File: src/ccir656_params.svh
`ifndef CCIR656_PARAMS_SVH
`define CCIR656_PARAMS_SVH

// Pixel word and timing reference code layout.
`define PIX_W 8
`define WORD_FF 8'hff
`define WORD_00 8'h00
`define TRS_ONE_BIT 7
`define TRS_F_BIT 6
`define TRS_V_BIT 5
`define TRS_H_BIT 4

// Register index and reset value.
`define REG_ANC_TYPE 8'h07
`define ANC_TYPE_RST 8'h00
`define REG_READ_ZERO 8'h00

// Ancillary word layout; bit 0 carries parity.
`define ANC_LO 1
`define ANC_HI 7
`define ANC_VALID_BIT 7
`define ANC_SVF_BIT 4
`define ANC_FLD_HI 3
`define ANC_PH_HI 6
`define ANC_FR4_HI 4
`define HDR_LAST 4'h2
`define BODY_FIELD 4'h2
`define BODY_PH1 4'h3
`define BODY_PH0 4'h4
`define BODY_FR4 4'h5
`define BODY_LAST 4'h9
`define IDX_ONE 4'h1
`define IDX_ZERO 4'h0

// Widths of the decoded values.
`define FIELD_W 3
`define PHASE_W 13
`define FREQ_W 32
`define PHASE_STEPS 8192

// Line timing, in words from the leading edge of line sync to active video.
`define LINE_CNT_W 12
`define SYNC_OFS_525 12'h0f4
`define SYNC_OFS_625 12'h108
`define CNT_ONE 12'h001
`define CNT_TWO 12'h002
`define CNT_ZERO 12'h000

`endif

File: src/ccir656_pkg.sv
package ccir656_pkg;
   typedef enum logic [1:0] {kind_cb, kind_y, kind_cr} comp_kind_t;
   typedef enum logic [1:0] {st_idle, st_hdr, st_type, st_body} anc_state_t;
endpackage : ccir656_pkg

File: src/pin_sync2.sv
`timescale 1ns/1ps
module pin_sync2 #(
   parameter int WIDTH = 9
) (
   // Clock and reset
   input wire logic core_clk,
   input wire logic rst,
   // Asynchronous in, synchronised out
   input wire logic [WIDTH-1:0] d,
   output logic [WIDTH-1:0] q
);
   logic [WIDTH-1:0] meta_q;
   logic [WIDTH-1:0] sync_q;

   always_ff @(posedge core_clk) begin
      if (rst) begin
         meta_q <= '0;
         sync_q <= '0;
      end else begin
         meta_q <= d;
         sync_q <= meta_q;
      end
   end

   assign q = sync_q;
endmodule : pin_sync2

File: src/skid_buffer2.sv
`timescale 1ns/1ps
module skid_buffer2 #(
   parameter int WIDTH = 10
) (
   // Clock and reset
   input wire logic core_clk,
   input wire logic rst,
   // Filling side
   input wire logic [WIDTH-1:0] in_data,
   input wire logic in_valid,
   output logic in_ready,
   // Draining side
   output logic [WIDTH-1:0] out_data,
   output logic out_valid,
   input wire logic out_ready
);
   logic [WIDTH-1:0] out_data_q;
   logic out_valid_q;
   logic [WIDTH-1:0] skid_data_q;
   logic skid_valid_q;

   assign in_ready = ~skid_valid_q;
   assign out_data = out_data_q;
   assign out_valid = out_valid_q;

   always_ff @(posedge core_clk) begin
      if (rst) begin
         out_data_q <= '0;
         out_valid_q <= 1'b0;
         skid_data_q <= '0;
         skid_valid_q <= 1'b0;
      end else if (!out_valid_q || out_ready) begin
         if (skid_valid_q) begin
            out_data_q <= skid_data_q;
            out_valid_q <= 1'b1;
            skid_valid_q <= 1'b0;
         end else begin
            out_data_q <= in_data;
            out_valid_q <= in_valid;
         end
      end else if (in_valid && !skid_valid_q) begin
         skid_data_q <= in_data;
         skid_valid_q <= 1'b1;
      end
   end
endmodule : skid_buffer2

File: src/ccir656_timing_anc_decoder.sv
`timescale 1ns/1ps
`include "ccir656_params.svh"
module ccir656_timing_anc_decoder (
   // Clock and reset
   input wire logic core_clk,
   input wire logic rst,
   // Pixel port pins
   input wire logic pixel_clock_in,
   input wire logic [`PIX_W-1:0] pixel_bus,
   // Register port
   input wire logic [7:0] reg_index,
   input wire logic reg_write,
   input wire logic [7:0] reg_wdata,
   output logic [7:0] reg_rdata,
   // Control inputs
   input wire logic anc_timing_load_enable,
   input wire logic anc_phase_load_enable,
   input wire logic anc_freq_load_enable,
   input wire logic std_625,
   input wire logic [`FREQ_W-1:0] prog_freq_word,
   // Component stream
   output logic [`PIX_W-1:0] comp_data,
   output logic [1:0] comp_kind,
   output logic comp_valid,
   input wire logic comp_ready,
   output logic word_lost,
   // Timing status
   output logic field_odd,
   output logic field_start,
   output logic line_blank,
   output logic [`FIELD_W-1:0] field_count,
   output logic line_sync,
   // Subcarrier controls
   output logic phase_reset,
   output logic [`PHASE_W-1:0] subcarrier_phase_word,
   output logic [`FREQ_W-1:0] osc_addend
);
   logic [`PIX_W:0] pin_sync;
   logic [`PIX_W-1:0] word, h1_q, h2_q, h3_q, hdr_word;
   logic pck_q, word_stb, in_packet, trs_stat, is_eav, is_sav, type_hit, anc_commit;
   logic svf_n_q, phv_q, frv_q, anc_freq_have_q, pend_q, phase_reset_q;
   logic field_q, field_start_q, blank_q, have_start_q, line_sync_q;
   logic act_q, vid_ok, word_lost_q, buf_in_ready;
   ccir656_pkg::anc_state_t st_q;
   ccir656_pkg::comp_kind_t kind;
   logic [3:0] idx_q;
   logic [1:0] cphase_q;
   logic [`FIELD_W-1:0] fld_num_q, field_count_q;
   logic [`PHASE_W-1:0] ph_sh_q, stage_q, phase_out_q;
   logic [`FREQ_W-1:0] fr_sh_q, fr_full, anc_freq_q, osc_addend_q;
   logic [`LINE_CNT_W-1:0] line_cnt_q, act_start_q, sync_ofs, sync_pos;
   logic [`PIX_W+1:0] buf_out;
   logic [7:0] type_match_q, reg_rdata_q;
   pin_sync2 #(.WIDTH(`PIX_W + 1)) u_pin_sync (.core_clk(core_clk), .rst(rst),
      .d({pixel_clock_in, pixel_bus}), .q(pin_sync));
   // A word is taken on each rising edge of the synchronised pixel clock.
   assign word_stb = pin_sync[`PIX_W] & ~pck_q;
   assign word = pin_sync[`PIX_W-1:0];

   always_ff @(posedge core_clk) begin
      if (rst) begin
         pck_q <= 1'b0;
         h1_q <= `WORD_00;
         h2_q <= `WORD_00;
         h3_q <= `WORD_00;
      end else begin
         pck_q <= pin_sync[`PIX_W];
         if (word_stb) begin
            h1_q <= word;
            h2_q <= h1_q;
            h3_q <= h2_q;
         end
      end
   end

   // Packet words may hold any value, so no timing code is searched for inside them.
   assign in_packet = (st_q == ccir656_pkg::st_type) || (st_q == ccir656_pkg::st_body);
   assign trs_stat = word_stb && !in_packet && h3_q == `WORD_FF && h2_q == `WORD_00 &&
                     h1_q == `WORD_00 && word[`TRS_ONE_BIT];
   assign is_eav = trs_stat && word[`TRS_H_BIT];
   assign is_sav = trs_stat && !word[`TRS_H_BIT];

   // Field and blanking status follow end codes only and hold until the next one.
   always_ff @(posedge core_clk) begin
      if (rst) begin
         field_q <= 1'b0;
         field_start_q <= 1'b0;
         blank_q <= 1'b1;
      end else begin
         field_start_q <= 1'b0;
         if (is_eav) begin
            field_q <= word[`TRS_F_BIT];
            field_start_q <= word[`TRS_F_BIT] != field_q;
            blank_q <= word[`TRS_V_BIT];
         end
      end
   end

   always_ff @(posedge core_clk) begin
      if (rst) begin
         field_count_q <= '0;
      end else if (anc_commit && !svf_n_q && anc_timing_load_enable) begin
         field_count_q <= fld_num_q;
      end else if (field_start_q) begin
         field_count_q <= field_count_q + `FIELD_W'(1);
      end
   end

   // Line sync edge is placed the standard offset before the active line start.
   assign sync_ofs = std_625 ? `SYNC_OFS_625 : `SYNC_OFS_525;
   assign sync_pos = act_start_q - sync_ofs;

   always_ff @(posedge core_clk) begin
      if (rst) begin
         line_cnt_q <= `CNT_ZERO;
      end else if (is_eav) begin
         line_cnt_q <= `CNT_ZERO;
      end else if (word_stb) begin
         line_cnt_q <= line_cnt_q + `CNT_ONE;
      end
   end

   always_ff @(posedge core_clk) begin
      if (rst) begin
         act_start_q <= `CNT_ZERO;
         have_start_q <= 1'b0;
      end else if (is_sav) begin
         act_start_q <= line_cnt_q + `CNT_TWO;
         have_start_q <= 1'b1;
      end
   end

   always_ff @(posedge core_clk) begin
      if (rst) begin
         line_sync_q <= 1'b0;
      end else begin
         line_sync_q <= word_stb && !is_eav && have_start_q && act_start_q >= sync_ofs &&
                        (line_cnt_q + `CNT_ONE) == sync_pos;
      end
   end

   // Active video words are split by position after the start code.
   assign vid_ok = word_stb && act_q && !trs_stat && word != `WORD_FF && word != `WORD_00;
   assign kind = cphase_q[0] ? ccir656_pkg::kind_y :
                 (cphase_q[1] ? ccir656_pkg::kind_cr : ccir656_pkg::kind_cb);

   always_ff @(posedge core_clk) begin
      if (rst) begin
         act_q <= 1'b0;
         cphase_q <= 2'h0;
      end else if (is_sav) begin
         act_q <= 1'b1;
         cphase_q <= 2'h0;
      end else if (is_eav) begin
         act_q <= 1'b0;
      end else if (vid_ok) begin
         cphase_q <= cphase_q + 2'h1;
      end
   end

   always_ff @(posedge core_clk) begin
      if (rst) begin
         word_lost_q <= 1'b0;
      end else if (vid_ok && !buf_in_ready) begin
         word_lost_q <= 1'b1;
      end
   end

   skid_buffer2 #(.WIDTH(`PIX_W + 2)) u_comp_buf (.core_clk(core_clk), .rst(rst),
      .in_data({kind, word}), .in_valid(vid_ok), .in_ready(buf_in_ready),
      .out_data(buf_out), .out_valid(comp_valid), .out_ready(comp_ready));
   // Ancillary packet parser.
   assign hdr_word = (idx_q == `IDX_ZERO) ? `WORD_00 : `WORD_FF;
   assign type_hit = word[`ANC_HI:`ANC_LO] == type_match_q[`ANC_HI:`ANC_LO];
   assign fr_full = {fr_sh_q[`FREQ_W-8:0], word[`ANC_HI:`ANC_LO]};
   assign anc_commit = word_stb && st_q == ccir656_pkg::st_body && idx_q == `BODY_LAST;

   always_ff @(posedge core_clk) begin
      if (rst) begin
         st_q <= ccir656_pkg::st_idle;
         idx_q <= `IDX_ZERO;
         svf_n_q <= 1'b1;
         fld_num_q <= '0;
         phv_q <= 1'b0;
         ph_sh_q <= '0;
         frv_q <= 1'b0;
         fr_sh_q <= '0;
      end else if (is_eav) begin
         st_q <= ccir656_pkg::st_hdr;
         idx_q <= `IDX_ZERO;
      end else if (word_stb) begin
         unique case (st_q)
            ccir656_pkg::st_idle: ;
            ccir656_pkg::st_hdr: begin
               if (word != hdr_word) begin
                  st_q <= ccir656_pkg::st_idle;
               end else if (idx_q == `HDR_LAST) begin
                  st_q <= ccir656_pkg::st_type;
                  idx_q <= `IDX_ZERO;
               end else begin
                  idx_q <= idx_q + `IDX_ONE;
               end
            end
            ccir656_pkg::st_type: begin
               st_q <= type_hit ? ccir656_pkg::st_body : ccir656_pkg::st_idle;
            end
            ccir656_pkg::st_body: begin
               if (idx_q == `BODY_FIELD) begin
                  svf_n_q <= word[`ANC_SVF_BIT];
                  fld_num_q <= word[`ANC_FLD_HI:`ANC_LO];
               end else if (idx_q == `BODY_PH1) begin
                  phv_q <= word[`ANC_VALID_BIT];
                  ph_sh_q <= {7'h00, word[`ANC_PH_HI:`ANC_LO]};
               end else if (idx_q == `BODY_PH0) begin
                  ph_sh_q <= {ph_sh_q[5:0], word[`ANC_HI:`ANC_LO]};
               end else if (idx_q == `BODY_FR4) begin
                  frv_q <= word[`ANC_VALID_BIT];
                  fr_sh_q <= {28'h0000000, word[`ANC_FR4_HI:`ANC_LO]};
               end else if (idx_q > `BODY_FR4) begin
                  fr_sh_q <= fr_full;
               end
               if (idx_q == `BODY_LAST) begin
                  st_q <= ccir656_pkg::st_idle;
               end
               idx_q <= idx_q + `IDX_ONE;
            end
         endcase
      end
   end

   // Phase steps are 1/PHASE_STEPS of a cycle; a new value waits for the sync tip.
   always_ff @(posedge core_clk) begin
      if (rst) begin
         pend_q <= 1'b0;
         stage_q <= '0;
         phase_out_q <= '0;
         phase_reset_q <= 1'b0;
      end else begin
         phase_reset_q <= 1'b0;
         if (line_sync_q && pend_q) begin
            phase_reset_q <= 1'b1;
            phase_out_q <= stage_q;
            pend_q <= 1'b0;
         end
         if (anc_commit && phv_q && anc_phase_load_enable) begin
            pend_q <= 1'b1;
            stage_q <= ph_sh_q;
         end
      end
   end

   always_ff @(posedge core_clk) begin
      if (rst) begin
         anc_freq_q <= '0;
         anc_freq_have_q <= 1'b0;
         osc_addend_q <= '0;
      end else begin
         if (anc_commit && frv_q && anc_freq_load_enable) begin
            anc_freq_q <= fr_full;
            anc_freq_have_q <= 1'b1;
         end
         osc_addend_q <= (anc_freq_load_enable && anc_freq_have_q) ? anc_freq_q :
                         prog_freq_word;
      end
   end

   always_ff @(posedge core_clk) begin
      if (rst) begin
         type_match_q <= `ANC_TYPE_RST;
         reg_rdata_q <= `REG_READ_ZERO;
      end else begin
         if (reg_write && reg_index == `REG_ANC_TYPE) begin
            type_match_q <= reg_wdata;
         end
         reg_rdata_q <= (reg_index == `REG_ANC_TYPE) ? type_match_q : `REG_READ_ZERO;
      end
   end

   assign reg_rdata = reg_rdata_q;
   assign comp_data = buf_out[`PIX_W-1:0];
   assign comp_kind = buf_out[`PIX_W+1:`PIX_W];
   assign {word_lost, field_odd, field_start, line_blank} =
          {word_lost_q, field_q, field_start_q, blank_q};
   assign {field_count, line_sync, phase_reset} = {field_count_q, line_sync_q, phase_reset_q};
   assign subcarrier_phase_word = phase_out_q;
   assign osc_addend = osc_addend_q;
endmodule : ccir656_timing_anc_decoder

File: config.mk
export PLATFORM = sky130hd
export DESIGN_NAME = ccir656_timing_anc_decoder
export DESIGN_NICKNAME = d
export VERILOG_FILES = /design/src/ccir656_pkg.sv /design/src/pin_sync2.sv /design/src/skid_buffer2.sv /design/src/ccir656_timing_anc_decoder.sv
export VERILOG_INCLUDE_DIRS = /design/src
export SDC_FILE = /design/constraint.sdc
export NUM_CORES = 1
export LEC_CHECK = 0
export ABC_AREA = 1
export BUFFER_PORTS_ARGS = -buffer_cell sky130_fd_sc_hd__buf_2
export CAP_MARGIN = 20
export CORE_ASPECT_RATIO = 0.9
export CORE_MARGIN = 2
export CORE_UTILIZATION = 30
export CTS_BUF_LIST = sky130_fd_sc_hd__clkbuf_4 sky130_fd_sc_hd__clkbuf_8 sky130_fd_sc_hd__clkbuf_16
export DETAILED_ROUTE_END_ITERATION = 12
export PLACE_DENSITY = 0.6
export SLEW_MARGIN = 40
export SYNTH_ARGS = -nofsm -noshare
export SYNTH_HDL_FRONTEND = slang
export SYNTH_SLANG_ARGS = --single-unit
File: constraint.sdc
create_clock -name core_clk -period 1.8 [get_ports core_clk]
set_input_delay 0.18 -clock core_clk [delete_from_list [all_inputs] [get_ports core_clk]]
set_output_delay 0.18 -clock core_clk [all_outputs]
set_load 0.1 [all_outputs]
==> impl_metrics.yaml, run 1 <==
status:
  failed_checks: "setup timing"
  status: "complete, but fails checks"
detailed_routing:
  drtIter0Drc: 611
  vias: 9683
  post_drt_via_cell_ratio: 4.55
  drt-pass1-iter-count: 6
  drc: 0
  ant_nets: 0
  wirelength_mm: 28.3
  wl_per_cell_um: 13.3
setup_path:
  cp.required_ns: 2.26
  worst_stage_delay_on_the_critical_path_ns: 0.43
  startpoint_type: "flip-flop"
  worst-path-max-fanout: 4
  end_kind: "flip-flop"
  arrival_time_of_data_at_the_critical_path_endpoint_ns: 2.29
  cpMaxStageDelayCell: "fa_2"
  worstSetupPathType: "reg -> reg"
  critPathBufInv: 4
  crit_chain: "inv_2, ha_4, inv_2, fa_2, xnor2_2, inv_1, nand2_1, nand2_1, inv_1, nand3_1, nor2_2, nand4_1, nor2_1"
  critical_path.top_delay_family: "adder cells"
cts:
  clock_sink_count: 260
  cts.root.buffer_cell: "clkbuf_16"
  clkTransAtPathRegs_ns: 0.06
  clockBufferDepth: 3
  h_tree_depth: 1
  clock_tree_from_tritoncts: "done"
  cts-buffers-inserted: 28
  clock_latency_ns: 0.53
synthesis:
  synth_top_family_by_area: "compound AO/OA/AOI/OAI gates"
  ys_async_sr_fraction_pct: 0
  netlist_instances: 1406
  synth_flop_cell: "dfxtp_1"
  synth-edff-count: 0
  synth_adder_area_share_pct: 1.96
  synth-xor-area-share_pct: 1.24
  muxShareOfSynthArea_pct: 0
  yosys_warnings: 0
  synth_cell_type_count: 42
  synthSimpleGateAreaFrac_pct: 19.0
  post_synth_instance_area_sq_um: 10600
  compound_gate_portion_of_the_synthesized_area_pct: 19.5
  post_synth.cell_area_avg_sq_um: 7.54
  synth-seq-area-share_pct: 49.1
  synth-seq-cells: 260
  synthesized_nets: 1487
global_route:
  global_route.usage.total_pct: 14.8
  antenna_found_initial: 0
  vias_in_the_first_global_route: 9110
  grt_start_max_net_pins: 66
  wire_length_of_the_first_global_routing_pass_mm: 45.5
  overflow: 0
sta:
  setup_viol: 1
  hold_violation_total_from_the_final_report: 0
  setup_ws_ns: -0.0249
  drv_slew: 0
  max-slew-margin-rel_pct: 65.0
  period_share_pct: 101
  final_period_demand_of_the_worst_path_ns: 1.82
  rsz0062_at_grt: "true"
  worst_clock_skew_on_the_final_layout_ns: 0.0167
  max_freq_ghz: 0.548
  timing_worst_slew_pin_value_ns: 0.529
die:
  floorplan.io_pins: 138
  rows: 65
  fp.dieArea_sq_um: 36900
  core_area_sq_um: 35000
  initial_cell_density_of_the_core_pct: 30.3
  die-width_um: 202
  floorplan.die.height_um: 182
placement:
  finalWeightedCongestion: 0.881
  place.detailed.hpwl_mm: 19.5
  numPortBuffers: 137
  post-place-cells: 2016
power:
  leakage_power_of_the_design_nw: 5.92
  pwr_density_cell_nw_per_um2: 924
  ir_drop_worst_vdd_mv: 0.664
final_layout:
  finalCoreUtilization_pct: 39.7
  layout-area-overhead-vs-synth_pct: 30.8
  ff_latch_area_sq_um: 5210
  multi_input_comb_area_sq_um: 4520
  finalNonFillerCells: 2127
  antenna_cells: 0
  drive_above_1_share_pct: 19.8
  fill_cells: 3548
  finalNetCount: 1719
  layout_common_cells: "253 x dfxtp_1, 235 x nand2_1, 198 x a21oi_1"
  layout.cells.most_common: "dfxtp_1"
run:
  max-cap-violations: 0
min_path:
  hp-class: "in -> reg"
-- per-layer routing --
metal / vias to the layer above / share of wire [%] / track usage (%) / wire [um]
met5: - / 0 / 0 / 0
met3: 35 / 4.5 / 2.18 / 1270
li1: 5052 / - / - / -
met2: 209 / 44 / 24.0 / 12400
met1: 4387 / 50 / 20.9 / 14200
met4: 0 / 1.7 / 2.89 / 471
-- layout make-up --
type                    instances  area share (%)
clock buffers                  38            6.03
inverters                     178            4.92
repair buffers                269            13.5
flip-flops and latches        260            37.6
multi-input cells             899            32.6
repair inverters                2           0.108
well taps                     469            4.23
clock inverters                12           0.965
-- state kept, by name, summed over array words and instances, names as in the netlist, 9 cells and up --
signal                  count
fr_sh_q                    25
u_comp_buf.out_data        10
osc_addend                 32
subcarrier_phase_word      13
act_start_q                12
ph_sh_q                    13
line_cnt_q                 12
anc_freq_q                 32
u_comp_buf.skid_data_q     10
u_pin_sync.q                9
u_pin_sync.meta_q           9
stage_q                    13
-- worst paths after layout --
| path | slack (ns) | from | end | cells after the start |
|---|---|---|---|---|
| worst min-delay path | 0.03 | rst | have_start_q | 4 |
| worst max-delay path | -0.02 | act_start_q[2] | line_sync | 13 |
| worst min register to register | 0.40 | u_pin_sync.meta_q[1] | u_pin_sync.q[1] | 2 |
| worst max register to register | -0.02 | act_start_q[2] | line_sync | 13 |
-- cell families (layout without fill, tap and decap cells) --
group | Yosys count | count (layout)
buffers and inverters | 248 | 499
AOI/OAI and AO/OA | 399 | 399
adders and majority gates | 16 | 16
xor gates and xnor gates | 15 | 15
DFF | 260 | 260
and+or+nand+nor | 468 | 469
-- through the flow --
step,TNS [ns],power (mW),hold WS [ns],setup WS (ns),cell area [sq um]
floorplan,0,6.66,0.287,0.00280,10600
global placement,-0.0809,6.93,0.397,-0.0809,12200
detailed placement,-0.0750,6.94,0.388,-0.0750,12200
CTS,0,13.0,0.0308,0.0108,13700
global route,-0.611,13.3,0.0667,-0.217,13900
finish,-0.0249,12.8,0.0333,-0.0249,13900
-- timing repair --
action                     in CTS  in global routing
hold endpoints to repair       50                  0
setup endpoints to repair       1                 94
gates cloned                    0                  4
pin swaps                       1                 12
resized for setup               2                 39
hold buffers                   50                  0
buffers inserted                0                  7
-- power by group --
group	total (mW)	leakage (nW)	internal, mW	switching (mW)
logic	1.01	3.33	0.324	0.691
clock network	5.92	0.479	3.56	2.36
registers	5.89	2.11	5.85	0.0421
-- cells in the mapped netlist, types with 10 or more instances --
| library cell | count | area [sq um] |
|---|---|---|
| a21oi_1 | 199 | 996 |
| buf_2 | 13 | 65.1 |
| nor2_1 | 118 | 443 |
| xor2_1 | 11 | 96.3 |
| nand3_1 | 74 | 370 |
| nand2_1 | 236 | 886 |
| ha_1 | 15 | 188 |
| inv_2 | 10 | 37.5 |
| clkbuf_1 | 47 | 176 |
| nand4_1 | 10 | 62.6 |
| dfxtp_1 | 260 | 5200 |
| inv_1 | 166 | 623 |
| o21ai_0 | 173 | 866 |
-- tightest hold or removal path, stage by stage --
cell and delay, ns:
buf_2 0.15, inv_4 0.08, nand2_1 0.06, nand2_1 0.07
(Power assumes the default switching activity.)
==> run 2, diff against run 1 <==
CORE_MARGIN = 10   (was 2)
==> run 2 against run 1 <==
The run now ends clean. Non-clock buffer count down 13. Flip-flop and latch count unchanged. Die area up 17%. Hold slack worse by 0.017 ns. Clock power down 6.2%. Largest power group is now registers.
==> impl_metrics.yaml, run 2 (same netlist as run 1, synthesis figures left out) <==
setup_path:
  startpoint_type: "flip-flop"
  cp.required_ns: 2.29
  r2r_slack_ns: 0.04
  worst_stage_delay_on_the_critical_path_ns: 0.54
  cpMaxStageDelayCell: "fa_2"
  worst-path-max-fanout: 2
  cpMostUsedCell: "nor2_1"
  arrival_time_of_data_at_the_critical_path_endpoint_ns: 2.25
  end_kind: "flip-flop"
  worstSetupPathType: "reg -> reg"
  crit_chain: "inv_1, ha_1, inv_1, fa_2, nand3b_1, nand2_1, nor2_1, nand3_1, nor2_1, nand4_1, nor2_1"
min_path:
  hp-class: "in -> reg"
power:
  clock_power_share_pct: 44.6
  sw_frac_of_total_pct: 24.5
  part_of_the_total_power_dissipated_in_sequential_elements_pct: 47.4
  switchingPower_mw: 3.04
  cell_internal_pwr_mw: 9.40
  pwr_density_cell_nw_per_um2: 914
  power_frac_comb_pct: 8.1
  ir_drop_worst_vdd_mv: 0.693
  leakage_power_of_the_design_nw: 5.81
global_route:
  global_route.usage.total_pct: 12.7
  vias_in_the_first_global_route: 9108
  overflow: 0
  grt_start_max_net_pins: 83
  antenna_found_initial: 0
  wire_length_of_the_first_global_routing_pass_mm: 46.1
sta:
  setup_ws_ns: 0.0357
  fin_tns_setup_ns: 0
  max-slew-margin-rel_pct: 59.1
  drv_slew: 0
  period_share_pct: 98.0
  worst_clock_skew_on_the_final_layout_ns: 0.0141
  max_freq_ghz: 0.567
  final_period_demand_of_the_worst_path_ns: 1.76
  setup_viol: 0
  timing_worst_slew_pin_value_ns: 0.613
  rsz0062_at_grt: "true"
  hold_violation_total_from_the_final_report: 0
placement:
  placed_cell_area_sq_um: 12100
  numPortBuffers: 137
  place.detailed.hpwl_mm: 20.6
  placement_setup_slack_ns: -0.0635
  finalWeightedCongestion: 0.876
die:
  fp.dieArea_sq_um: 43300
  floorplan.die.height_um: 198
  initial_cell_density_of_the_core_pct: 30.3
  floorplan.io_pins: 138
  die-width_um: 218
  core_area_sq_um: 35000
  rows: 65
detailed_routing:
  drc: 0
  ant_nets: 0
  vias: 9786
  wirelength_mm: 29.1
  wl_per_cell_um: 13.8
  drtIter0Drc: 580
  drt-pass1-iter-count: 6
  post_drt_via_cell_ratio: 4.63
final_layout:
  antenna_cells: 0
  layout.cells.most_common: "dfxtp_1"
  postLayoutCellArea_sq_um: 13600
  fill_cells: 3646
  layout_common_cells: "256 x dfxtp_1, 234 x nand2_1, 199 x a21oi_1"
  finalNetCount: 1706
  drive_above_1_share_pct: 18.4
  layout-area-overhead-vs-synth_pct: 28.4
cts:
  clkTransAtPathRegs_ns: 0.06
  clock_sink_count: 260
  cts.root.buffer_cell: "clkbuf_16"
  clockBufferDepth: 3
  clock_latency_ns: 0.55
  h_tree_depth: 1
  cts-buffers-inserted: 28
  clock_tree_from_tritoncts: "done"
run:
  max-cap-violations: 0
status:
  status: "complete, no violations"
==> run 2: changes by cell type in the layout (fill, tap and decap cells not counted), sizes merged <==
cell	delta
bufinv	-1
clkinvlp	+1
inv	-2
dlygate4sd3	-1
buf	-12
==> run 2: path summary, 6_finish.rpt <==
path,from,end,depth (start not counted)
hold reg to reg,u_pin_sync.meta_q[0],u_pin_sync.q[0],2
setup reg to reg,act_start_q[2],line_sync,11
setup / recovery,act_start_q[2],line_sync,11
hold / removal,rst,h2_q[2],4
==> run 2: cell type report <==
| cell class | count | area, sq um | share of cell area, % |
|---|---|---|---|
| clock buffer | 38 | 795 | 5.83 |
| clock inverter | 10 | 97.6 | 0.717 |
| multi-input combinational | 899 | 4480 | 32.9 |
| timing repair inverter | 2 | 12.5 | 0.0919 |
| tap | 469 | 587 | 4.31 |
| timing repair buffer | 256 | 1750 | 12.9 |
| inverter | 178 | 679 | 4.99 |
| sequential | 260 | 5210 | 38.3 |
==> run 2: what timing repair did <==
item	4_1_cts	5_1_grt
setup buffers	0	1
resized for setup	2	29
hold endpoints to repair	49	0
pin swaps	1	4
hold buffers	49	0
setup endpoints to repair	1	92
cloned	0	3
==> run 2: worst max-delay path, delay by kind of cell (launching register included) <==
| family | cells | cell delay [ns] |
|---|---|---|
| buf+inv | 2 | 0.12 |
| simple gates | 7 | 0.60 |
| fa+ha+maj | 2 | 0.68 |
| flops | 1 | 0.30 |
==> run 2: routing by layer <==
layer | GRT usage [%] | routed length (um) | part of all wire (%) | up-vias
met2 | 20.0 | 12700 | 44 | 219
met5 | 0 | 0 | 0 | -
met3 | 2.89 | 1690 | 5.8 | 40
met1 | 17.4 | 14200 | 49 | 4500
li1 | - | - | - | 5027
met4 | 2.80 | 536 | 1.8 | 0
==> run 2: power by group through the flow <==
| stage | sequential (mW) | combinational [mW] | clock (mW) |
|---|---|---|---|
| floorplan | 6.33 | 0.325 | 0 |
| global placement | 6.01 | 0.911 | 0 |
| detailed placement | 6.02 | 0.917 | 0 |
| CTS | 5.89 | 1.01 | 5.69 |
| global route | 5.90 | 1.09 | 5.90 |
| finish | 5.89 | 1.00 | 5.55 |
==> run 2: metrics by stage <==
stage / util, % / power [mW] / hold WS [ns] / cells
6_report: 38.9 / 12.4 / 0.0159 / 2112
5_1_grt: 38.9 / 12.9 / 0.0275 / 2112
4_1_cts: 38.7 / 12.6 / 0.00408 / 2108
3_5_place_dp: 34.7 / 6.93 / 0.385 / 2011
3_3_place_gp: 34.7 / 6.93 / 0.387 / 2011
2_1_floorplan: - / 6.66 / 0.287 / 1406
